<file path="config.mk">
export PLATFORM = sky130hd
export DESIGN_NAME = rfi_interlock
export DESIGN_NICKNAME = d
export VERILOG_FILES = /design/src/logic/rfi_pkg.sv /design/src/logic/rfi_interlock.sv
export VERILOG_INCLUDE_DIRS = /design/src /design/src/logic
export SDC_FILE = /design/constraint.sdc
export NUM_CORES = 2
export LEC_CHECK = 0
export ABC_AREA = 1
export BUFFER_PORTS_ARGS = -buffer_cell sky130_fd_sc_hd__buf_2
export CORE_MARGIN = 3
export CORE_UTILIZATION = 47
export CTS_CLUSTER_SIZE = 8
export DETAILED_ROUTE_END_ITERATION = 8
export GPL_TIMING_DRIVEN = 0
export PLACE_DENSITY = 0.75
export SLEW_MARGIN = 10
export SYNTH_ARGS = -nofsm -noshare
export SYNTH_HDL_FRONTEND = slang
export SYNTH_SLANG_ARGS = --single-unit
</file>
<file path="constraint.sdc">
create_clock -name pclk -period 1.7 [get_ports pclk]
set_clock_uncertainty 0.15 [all_clocks]
set_input_delay 0.255 -clock pclk [delete_from_list [all_inputs] [get_ports pclk]]
set_output_delay 0.255 -clock pclk [all_outputs]
set_load 0.03 [all_outputs]
</file>
<file path="src/logic/rfi_regs.svh">
`ifndef RFI_REGS_SVH
`define RFI_REGS_SVH
// ****************************************
// register offsets
// ****************************************
`define RFI_OFS_LOADED 12'h000
`define RFI_OFS_JAM 12'h004
`define RFI_OFS_SLACK 12'h008
`define RFI_OFS_STATE 12'h00C
`define RFI_OFS_ISTAT 12'h010
`define RFI_OFS_IMASK 12'h014
`define RFI_OFS_LOAD 12'h018
// ****************************************
// reset values
// ****************************************
`define RFI_RST_LOADED 16'h0100
`define RFI_RST_JAM 16'h0F00
`define RFI_RST_SLACK 16'h0010
`define RFI_RST_IMASK 5'h00
// ****************************************
// state register fields
// ****************************************
`define RFI_ST_TRAVEL 0
`define RFI_ST_FMH 1
`define RFI_ST_TMH 2
`define RFI_ST_GRAPPLE 3
`define RFI_ST_BLOCK 4
`define RFI_ST_LOWER 5
`define RFI_ST_ALLIN 6
`define RFI_ST_NEAR 7
// ****************************************
// interrupt status fields
// ****************************************
`define RFI_IRQ_TRAVEL 0
`define RFI_IRQ_BLOCK 1
`define RFI_IRQ_JAM 2
`define RFI_IRQ_SLACK 3
`define RFI_IRQ_MULTI 4
`define RFI_IRQ_W 5
// ****************************************
// timing
// ****************************************
`define RFI_CLK_MHZ 200
`define RFI_DEB_TIME_US 5000
`define RFI_DEB_CYC (`RFI_DEB_TIME_US * `RFI_CLK_MHZ)
`endif

</file>
<file path="src/logic/rfi_pkg.sv">
`default_nettype none
package rfi_pkg;
   // ****************************************
   // mode switch positions
   // ****************************************
   typedef enum logic [1:0] {
      RFI_MODE_RUN = 2'h0,
      RFI_MODE_STARTUP = 2'h1,
      RFI_MODE_REFUEL = 2'h2,
      RFI_MODE_BAD = 2'h3
   } rfi_mode_t;
endpackage
`default_nettype wire

</file>
<file path="src/logic/rfi_interlock.sv">
// Operation
// - all rods in needs both channels
// - channel true only if every contact closed
// - loaded, rods out, near core: stop travel
// - startup mode: near core stops travel
// - refuel mode: multiple rods out near core stops travel
// - frame hoist lift off when loaded, unsafe
// - trolley hoist lift off when loaded, unsafe
// - grapple inhibited when rods out near core
// - refuel mode rod block: load near core or second rod
// - startup mode: near core blocks rods
// - grapple not full up counts as loaded
// - open hoist load switch means loaded
// - open position switch means near core
// - main hoist load against three thresholds
// - two rod block outputs, power enables removed
// - two simultaneous selections never accepted
// - bypass plug ignores service platform hoist
`timescale 1ns/1ps
`default_nettype none
`include "rfi_regs.svh"
module rfi_interlock #(
   parameter int NRODS = 8,
   parameter int LW = 16,
   parameter int DEB_CYC = `RFI_DEB_CYC
) (
   input wire logic pclk,
   input wire logic presetn,
   input wire logic psel,
   input wire logic penable,
   input wire logic pwrite,
   input wire logic [11:0] paddr,
   input wire logic [31:0] pwdata,
   output logic [31:0] prdata,
   output logic pready,
   output logic pslverr,
   input wire logic [NRODS-1:0] rod_in_a,
   input wire logic [NRODS-1:0] rod_in_b,
   input wire logic [NRODS-1:0] rod_sel,
   input wire logic [1:0] pos_sw,
   input wire logic [2:0] hoist_sw,
   input wire logic grapple_up_sw,
   input wire logic svc_hoist_sw,
   input wire logic svc_bypass,
   input wire logic [1:0] mode_sw,
   input wire logic [LW-1:0] main_load,
   output logic travel_inhibit,
   output logic fmh_lift_en,
   output logic tmh_lift_en,
   output logic grapple_en,
   output logic hoist_lower_en,
   output logic rod_block_a,
   output logic rod_block_b,
   output logic irq
);
   localparam int NI = 3 * NRODS + 10;
   localparam int CW = $clog2(DEB_CYC + 1);
   localparam logic [CW-1:0] DEB_LAST = CW'(DEB_CYC - 1);

   function automatic logic more_than_one(input logic [NRODS-1:0] v);
      logic seen;
      logic many;
      seen = 1'b0;
      many = 1'b0;
      for (int i = 0; i < NRODS; i++) begin
         many = many | (seen & v[i]);
         seen = seen | v[i];
      end
      return many;
   endfunction

   // ****************************************
   // input conditioning
   // ****************************************
   logic [NI-1:0] raw;
   logic [NI-1:0] deb;
   assign raw = {mode_sw, svc_bypass, svc_hoist_sw, grapple_up_sw,
      hoist_sw, pos_sw, rod_sel, rod_in_b, rod_in_a};

   genvar gi;
   generate
      for (gi = 0; gi < NI; gi++) begin : g_deb
         logic s1_r;
         logic s2_r;
         logic st_r;
         logic [CW-1:0] cnt_r;
         // open contact is the reset state
         always_ff @(posedge pclk or negedge presetn) begin
            if (!presetn) begin
               s1_r <= 1'b0;
               s2_r <= 1'b0;
            end else begin
               s1_r <= raw[gi];
               s2_r <= s1_r;
            end
         end
         always_ff @(posedge pclk or negedge presetn) begin
            if (!presetn) begin
               st_r <= 1'b0;
               cnt_r <= '0;
            end else if (s2_r == st_r) begin
               cnt_r <= '0;
            end else if (cnt_r >= DEB_LAST) begin
               st_r <= s2_r;
               cnt_r <= '0;
            end else begin
               cnt_r <= cnt_r + CW'(1);
            end
         end
         assign deb[gi] = st_r;
      end
   endgenerate

   // word taken only when two synced samples agree
   logic [LW-1:0] load_s1_r;
   logic [LW-1:0] load_s2_r;
   logic [LW-1:0] load_s3_r;
   logic [LW-1:0] load_r;
   always_ff @(posedge pclk or negedge presetn) begin
      if (!presetn) begin
         load_s1_r <= '0;
         load_s2_r <= '0;
         load_s3_r <= '0;
         load_r <= '0;
      end else begin
         load_s1_r <= main_load;
         load_s2_r <= load_s1_r;
         load_s3_r <= load_s2_r;
         if (load_s2_r == load_s3_r) begin
            load_r <= load_s3_r;
         end
      end
   end

   // ****************************************
   // sensed conditions
   // ****************************************
   logic [NRODS-1:0] ins_a;
   logic [NRODS-1:0] ins_b;
   logic [NRODS-1:0] sel;
   logic [NRODS-1:0] wdrawn;
   logic [1:0] pos;
   logic [2:0] hsw;
   logic fullup;
   logic svc_sw;
   logic bypass;
   rfi_pkg::rfi_mode_t mode;
   logic startup;
   logic refuel;
   logic all_in;
   logic near;
   logic fmh_ld;
   logic tmh_ld;
   logic fg_ld;
   logic svc_ld;
   logic any_ld;
   logic multi_wd;
   logic multi_sel;
   logic other_wd;
   logic jam;
   logic slack;
   logic [LW-1:0] th_loaded_r;
   logic [LW-1:0] th_jam_r;
   logic [LW-1:0] th_slack_r;

   assign ins_a = deb[NRODS-1:0];
   assign ins_b = deb[2*NRODS-1:NRODS];
   assign sel = deb[3*NRODS-1:2*NRODS];
   assign pos = deb[3*NRODS+1:3*NRODS];
   assign hsw = deb[3*NRODS+4:3*NRODS+2];
   assign fullup = deb[3*NRODS+5];
   assign svc_sw = deb[3*NRODS+6];
   assign bypass = deb[3*NRODS+7];
   assign mode = rfi_pkg::rfi_mode_t'(deb[3*NRODS+9:3*NRODS+8]);
   // an illegal mode code applies both restrictions
   assign startup = (mode == rfi_pkg::RFI_MODE_STARTUP) |
      (mode == rfi_pkg::RFI_MODE_BAD);
   assign refuel = (mode == rfi_pkg::RFI_MODE_REFUEL) |
      (mode == rfi_pkg::RFI_MODE_BAD);
   assign all_in = (&ins_a) & (&ins_b);
   assign wdrawn = ~(ins_a & ins_b);
   assign near = ~pos[0] | ~pos[1];
   assign jam = load_r >= th_jam_r;
   assign slack = load_r <= th_slack_r;
   assign fmh_ld = ~hsw[0] | (load_r >= th_loaded_r);
   assign tmh_ld = ~hsw[1];
   assign fg_ld = ~hsw[2] | ~fullup;
   assign svc_ld = ~bypass & ~svc_sw;
   assign any_ld = fmh_ld | tmh_ld | fg_ld | svc_ld;
   assign multi_wd = more_than_one(wdrawn);
   assign multi_sel = more_than_one(sel);
   assign other_wd = (|sel) & (|(wdrawn & ~sel));

   // ****************************************
   // interlock outputs
   // ****************************************
   logic travel_nxt;
   logic block_nxt;
   assign travel_nxt = (any_ld & ~all_in & near) |
      (startup & near) |
      (refuel & multi_wd & near);
   assign block_nxt = multi_sel |
      (refuel & ((near & any_ld) | other_wd)) |
      (startup & near);

   always_ff @(posedge pclk or negedge presetn) begin
      if (!presetn) begin
         travel_inhibit <= 1'b1;
         fmh_lift_en <= 1'b0;
         tmh_lift_en <= 1'b0;
         grapple_en <= 1'b0;
         hoist_lower_en <= 1'b0;
      end else begin
         travel_inhibit <= travel_nxt;
         fmh_lift_en <= ~(fmh_ld & ~all_in & near) & ~jam;
         tmh_lift_en <= ~(tmh_ld & ~all_in & near);
         grapple_en <= ~(~all_in & near);
         hoist_lower_en <= ~slack;
      end
   end

   // two separate contacts in the block circuit
   always_ff @(posedge pclk or negedge presetn) begin
      if (!presetn) begin
         rod_block_a <= 1'b1;
      end else begin
         rod_block_a <= block_nxt;
      end
   end
   always_ff @(posedge pclk or negedge presetn) begin
      if (!presetn) begin
         rod_block_b <= 1'b1;
      end else begin
         rod_block_b <= block_nxt;
      end
   end

   // ****************************************
   // events and interrupt
   // ****************************************
   logic [`RFI_IRQ_W-1:0] ev;
   logic [`RFI_IRQ_W-1:0] ev_lvl_r;
   logic [`RFI_IRQ_W-1:0] ev_lvl;
   logic [`RFI_IRQ_W-1:0] istat_r;
   logic [`RFI_IRQ_W-1:0] imask_r;
   logic [`RFI_IRQ_W-1:0] w1c;
   logic wr_acc;
   logic rd_setup;
   logic [31:0] rdata;
   logic hit;

   assign ev_lvl = {multi_sel, ~hoist_lower_en, jam, rod_block_a,
      travel_inhibit};
   assign ev = ev_lvl & ~ev_lvl_r;
   assign wr_acc = psel & penable & pwrite & pready;
   assign w1c = (wr_acc && paddr == `RFI_OFS_ISTAT) ?
      pwdata[`RFI_IRQ_W-1:0] : '0;

   always_ff @(posedge pclk or negedge presetn) begin
      if (!presetn) begin
         ev_lvl_r <= '1;
      end else begin
         ev_lvl_r <= ev_lvl;
      end
   end
   // a new event wins over a clear in the same cycle
   always_ff @(posedge pclk or negedge presetn) begin
      if (!presetn) begin
         istat_r <= '0;
      end else begin
         istat_r <= (istat_r & ~w1c) | ev;
      end
   end
   always_ff @(posedge pclk or negedge presetn) begin
      if (!presetn) begin
         irq <= 1'b0;
      end else begin
         irq <= |(istat_r & imask_r);
      end
   end

   // ****************************************
   // apb slave
   // ****************************************
   always_ff @(posedge pclk or negedge presetn) begin
      if (!presetn) begin
         th_loaded_r <= LW'(`RFI_RST_LOADED);
         th_jam_r <= LW'(`RFI_RST_JAM);
         th_slack_r <= LW'(`RFI_RST_SLACK);
         imask_r <= `RFI_RST_IMASK;
      end else if (wr_acc) begin
         unique case (paddr)
            `RFI_OFS_LOADED: th_loaded_r <= pwdata[LW-1:0];
            `RFI_OFS_JAM: th_jam_r <= pwdata[LW-1:0];
            `RFI_OFS_SLACK: th_slack_r <= pwdata[LW-1:0];
            `RFI_OFS_IMASK: imask_r <= pwdata[`RFI_IRQ_W-1:0];
            default: ;
         endcase
      end
   end

   assign rd_setup = psel & ~penable;
   always_comb begin
      rdata = '0;
      hit = 1'b1;
      unique case (paddr)
         `RFI_OFS_LOADED: rdata[LW-1:0] = th_loaded_r;
         `RFI_OFS_JAM: rdata[LW-1:0] = th_jam_r;
         `RFI_OFS_SLACK: rdata[LW-1:0] = th_slack_r;
         `RFI_OFS_STATE: rdata[7:0] = {near, all_in, hoist_lower_en,
            rod_block_a, grapple_en, tmh_lift_en, fmh_lift_en,
            travel_inhibit};
         `RFI_OFS_ISTAT: rdata[`RFI_IRQ_W-1:0] = istat_r;
         `RFI_OFS_IMASK: rdata[`RFI_IRQ_W-1:0] = imask_r;
         `RFI_OFS_LOAD: rdata[LW-1:0] = load_r;
         default: hit = 1'b0;
      endcase
   end

   always_ff @(posedge pclk or negedge presetn) begin
      if (!presetn) begin
         pready <= 1'b0;
         pslverr <= 1'b0;
         prdata <= '0;
      end else begin
         pready <= rd_setup;
         pslverr <= rd_setup & ~hit;
         if (rd_setup && !pwrite) begin
            prdata <= rdata;
         end
      end
   end
endmodule // rfi_interlock
`default_nettype wire

</file>
**Word-level counts from Yosys, hierarchy flattened**

Cells that the tools add are included.

- Logic and storage cells: 525
- Output and inout bits: 42
- Input bits: 99
- Flip-flop bits (word level): 934

- $add $sub $neg: 34
- Equality and inequality tests: 44
- Muxes and demuxes: 73
- Reductions and logical operators: 48
- Bitwise operators: 133
- $lt $le $gt $ge: 37

Operators by type and width:

| cell | count |
|---|---|
| 20-bit 2-to-1 mux | 68 |
| 20-bit by 1-bit adder with 20-bit output (second input constant) | 34 |
| 20-bit greater-or-equal comparator (second input constant) | 34 |
| 2-bit AND reduction | 38 |
| 1-bit inverter | 51 |
| 1-bit OR | 37 |
| 12-bit by 5-bit equality test with 1-bit output (second input constant) | 3 |
| 1-bit bitwise AND | 35 |
| 5-bit one-hot mux with 7 select lines | 1 |
| 1-bit equality test | 34 |
| 16-bit greater-or-equal comparator | 2 |
| 8-bit one-hot mux with 4 select lines | 1 |
| 12-bit by 4-bit equality test with 1-bit output (second input constant) | 2 |
| 8-bit bitwise AND | 2 |
| 16-bit equality test | 1 |
| 16-bit less-or-equal comparator | 1 |
| 8-bit inverter | 2 |
| 8-bit AND reduction | 2 |
| 8-bit OR reduction | 2 |
| 5-bit bitwise AND | 3 |
| 3-bit one-hot mux with 5 select lines | 1 |
| 12-bit by 3-bit equality test with 1-bit output (second input constant) | 1 |
| 12-bit logical NOT | 1 |
| 5-bit inverter | 2 |
| 9 further kinds | 11 |

**Logic depth before layout (Yosys ltp)**

- Depth in word-level cells: 13
- Gate-level depth with buffers: 12
- Depth with buffers taken out: 12

**Least setup slack after synthesis**

OpenSTA, ideal clock, no wires.

- Path type: register to register
- From: register g_deb[17].cnt_r[0]
- To: register g_deb[17].cnt_r[12]
- Path buffers: 0
- Setup slack: -43 ps
- Stages on the path, launching flop included: 10
- Data arrival time: 1,473 ps
- Data required time: 1,430 ps
- Cells stage by stage: dfrtp_1 ha_1 nand3_1 inv_1 nand3_1 nor2_1 nand2_1 nor2_1 xor2_1 nor2_1

- Longest elaborated chain between the ends: 3

RTL lines:

| what | line | source |
|---|---|---|
| start: declaration | rfi_interlock.sv:86 | `logic [CW-1:0] cnt_r;` |
| start signal: assignment | rfi_interlock.sv:107 | `cnt_r <= cnt_r + CW'(1);` |
| 20-bit by 1-bit adder with 20-bit output or 20-bit greater-or-equal comparator (tied branches) | rfi_interlock.sv:107, rfi_interlock.sv:103 |  |
| 20-bit 2-to-1 mux * | rfi_interlock.sv:103 | `end else if (cnt_r >= DEB_LAST) begin` |
| 20-bit 2-to-1 mux * | rfi_interlock.sv:101 | `end else if (s2_r == st_r) begin` |

Mark *: on every way between the ends. The rest lies on a longest branch, timed or not.
A chain may end at the register's enable or synchronous reset.

**Worst setup path in the final report**

- From: register rod_block_b
- To: output rod_block_b

RTL lines:

| what | line | source |
|---|---|---|
| start: declaration | rfi_interlock.sv:53 | `output logic rod_block_b,` |
| start signal: assignment | rfi_interlock.sv:234 | `rod_block_b <= block_nxt;` |

No word-level cell between the ends.

==> impl_metrics.yaml <==
outcome:
  outcome: "finished with violations"
  failed_checks: "hold timing, setup timing"
sta:
  tns_ns: -15.73
  min_period_ns: 1.98
  worst_pin_slew_ns: 0.816
  period_share_pct: 116
  finalHoldViolations: 419
  fmaxAchievable_mhz: 506
  final.setup.worst_slack_ns: -0.276
  rsz0062_at_grt: "true"
  fin_hold_ws_ns: -0.681
  setup_viol: 288
  drv_slew: 0
  relSlewSlack_pct: 45.6
clocking:
  cts_max_path_buffers: 3
  htreeDepth: 4
  cts.sinks: 934
  clockRootBuffer: "clkbuf_16"
  cts_buffers: 135
  cts_tree: "built"
  clk-insertion-delay-late_ns: 0.73
  cts.clk_slew.worst_paths_ns: 0.05
pwr:
  p_sw_mw: 11.5
  max-vdd-ir-drop_mv: 0.872
  swShare_pct: 23.1
  p_leak_nw: 30.2
  power.share.clock_pct: 48.5
  cell_internal_pwr_mw: 38.5
  power_frac_seq_pct: 46.0
  powerDensity_nw_per_um2: 753
  comb_power_share_pct: 5.5
cells_and_area:
  final_cells: 8145
  regArea_sq_um: 23500
  final_nets: 6924
  syn_to_final_growth_pct: 36.9
  fillers: 7251
  multi_input_area_sq_um: 27600
  drive_gt1_share_pct: 33.5
  layout_commonest_cell: "nand2_1"
  mostFrequentLayoutCells: "924 x nand2_1, 840 x dfrtp_1, 769 x nor2_1, 533 x inv_1, 492 x buf_4"
worst_hold_path:
  min_path_type: "in2async"
critical_path:
  critPathArrivalTime_ns: 1.57
  start_kind: "register"
  crit_family: "flip-flops"
  cp-end-kind: "output port"
  path_max_fanout: 3
  required_ns: 1.29
  cpMostUsedCell: "buf_6"
  cp_cell_sequence: "buf_6 > buf_6"
  critPathMaxStageDelay_ns: 0.61
  worst-setup-path-type: "reg2out"
  path_buf_inv: 2
  critPathSlowestCell: "dfstp_2"
place:
  gp_congestion: 0.908
  numPortBuffers: 108
  dpl.cell_count: 7301
  dpl.hpwl_um: 73200
  place_ws_ns: -0.750
global_routing:
  overflow: 0
  antenna_found_initial: 1
  grt_max_degree: 151
  grt_use_total_pct: 20.8
  grt_pass1_vias: 40200
  grt_pass1_wl_um: 189000
synth:
  ys_seq_area_share_pct: 48.2
  yosysTopAreaCell: "dfrtp_1"
  ys.flop_type: "dfrtp_1"
  synth_top_area_share_pct: 47.5
  yosys_warnings: 0
  ys_types: 56
  ys_ff_latch: 934
  netlist_top_cells_area: "dfrtp_1 47%, nor2_1 8.7%, nand2_1 8.3%"
  syn-cell-area_sq_um: 48500
  avgSynthCellArea_sq_um: 8.36
  synthArstFlopShare_pct: 100
  syn_inst: 5803
  synth_edf_count: 0
floorplan:
  fp.dieH_um: 327
  core_sq_um: 102000
  die-area_sq_um: 107000
  ios: 141
  die_w_um: 327
  row_count: 117
  start_util_pct: 47.5
detailed_routing:
  drtAntennaViolNets: 0
  wl_per_cell_um: 16.3
  via_per_inst: 5.37
  dr.pass1.iters: 8
  dr.first_iter.drc_count: 3328
  drc_errors: 0
  drt-total-wl_um: 133000
  vias: 43700
run:
  drv_cap: 0
-- power groups by stage --
| stage | Combinational [mW] | Clock, mW | Sequential [mW] |
|---|---|---|---|
| global route | 3.03 | 25.7 | 23.0 |
| detailed placement | 1.74 | 0 | 23.3 |
| global placement | 1.64 | 0 | 23.3 |
| finish | 2.76 | 24.3 | 23.0 |
| floorplan | 0.857 | 0 | 23.2 |
| CTS | 2.22 | 24.6 | 22.9 |
-- metal layers --
layer	vias to the layer above	global-route usage, %	share of wire, %
met5	-	0	0
met2	1486	36.0	51
met1	21300	26.8	40
met3	402	3.03	5.0
li1	20500	-	-
met4	0	6.79	3.5
-- worst register-to-register path, stage by stage (launching register included) --
cell and delay [ns]:
dfrtp_1 0.40, nand2_1 0.12, nor2_1 0.22, nand4_1 0.15
nor2_2 0.21, xor2_1 0.35, nand2_1 0.11, nor2_1 0.11
-- stage by stage --
| stage | util [%] | area, sq um | power (mW) |
|---|---|---|---|
| after floorplan | - | 48600 | 24.1 |
| after global placement | 49.8 | 50800 | 24.9 |
| after detailed placement | 50.0 | 51100 | 25.0 |
| after CTS | 57.8 | 59100 | 49.7 |
| after global routing | 65.0 | 66400 | 51.7 |
| final | 65.0 | 66400 | 50.0 |
-- cell type report --
class,count,share of cell area (%)
diodes,1,0.00377
plain buffers,68,1.00
clock buffers,161,5.41
clock inverters,9,0.164
inverters,671,3.81
multi-input cells,4149,41.6
flip-flops and latches,934,35.4
well taps,1368,2.58
repair buffers,784,10.1
-- logic make-up (layout without fill, tap and decap cells) --
| kind of cell | after synthesis | count (layout) | share of synthesized area (%) |
|---|---|---|---|
| compound gates | 367 | 367 | 4.40 |
| xor+xnor | 476 | 476 | 8.59 |
| fa+ha+maj | 82 | 82 | 2.11 |
| buf+inv | 740 | 1693 | 6.36 |
| flops | 934 | 934 | 48.2 |
| other cells | 1 | 17 | 0.00773 |
| simple gates | 3203 | 3208 | 30.3 |
-- final timing paths --
kind	cells after the start	slack, ns	from	to
min	1	-0.68	presetn	load_s2_r[14]
min reg2reg	0	0.19	g_deb[5].s1_r	g_deb[5].s2_r
min in group pclk	7	0.01	paddr[1]	th_slack_r[1]
max in group asynchronous	4	0.33	presetn	g_deb[2].cnt_r[5]
max	2	-0.28	rod_block_b	rod_block_b
max reg2reg	7	-0.19	g_deb[16].cnt_r[14]	g_deb[16].cnt_r[17]
-- synthesized netlist by cell type (17+ instances only) --
library cell / number
inv_1: 659
a21oi_1: 108
xor2_1: 348
nor4_1: 22
ha_1: 82
nor3b_1: 30
nand2_1: 1068
buf_6: 23
nor3_4: 17
xnor2_1: 128
nand4_2: 33
nor3_2: 32
o21ai_0: 109
o21ai_1: 33
o22ai_1: 17
o21bai_1: 22
nor3_1: 138
nand3_1: 404
or2_2: 46
nand3b_1: 26
dfrtp_1: 921
o211ai_1: 32
nand4_1: 159
buf_4: 28
nor2_1: 1131
nor2_2: 22
-- flip-flops by register name, summed over array words and instances (netlist names), 5 cells and up --
signal / flops
g_deb.s2_r: 34
istat_r: 5
imask_r: 5
load_s2_r: 16
load_s3_r: 16
g_deb.s1_r: 34
th_jam_r: 16
th_loaded_r: 16
load_s1_r: 16
g_deb.st_r: 32
prdata: 16
th_slack_r: 16
ev_lvl_r: 5
g_deb.cnt_r: 680
load_r: 16
-- what timing repair did --
action,4_1_cts,5_1_grt
buffers inserted,186,369
gates cloned,7,29
endpoints found under the hold margin,558,292
pin swaps,190,470
setup endpoints to repair,504,865
resized for setup,456,1185
hold buffers,84,3
No activity file was read; power rests on OpenSTA's default activity.
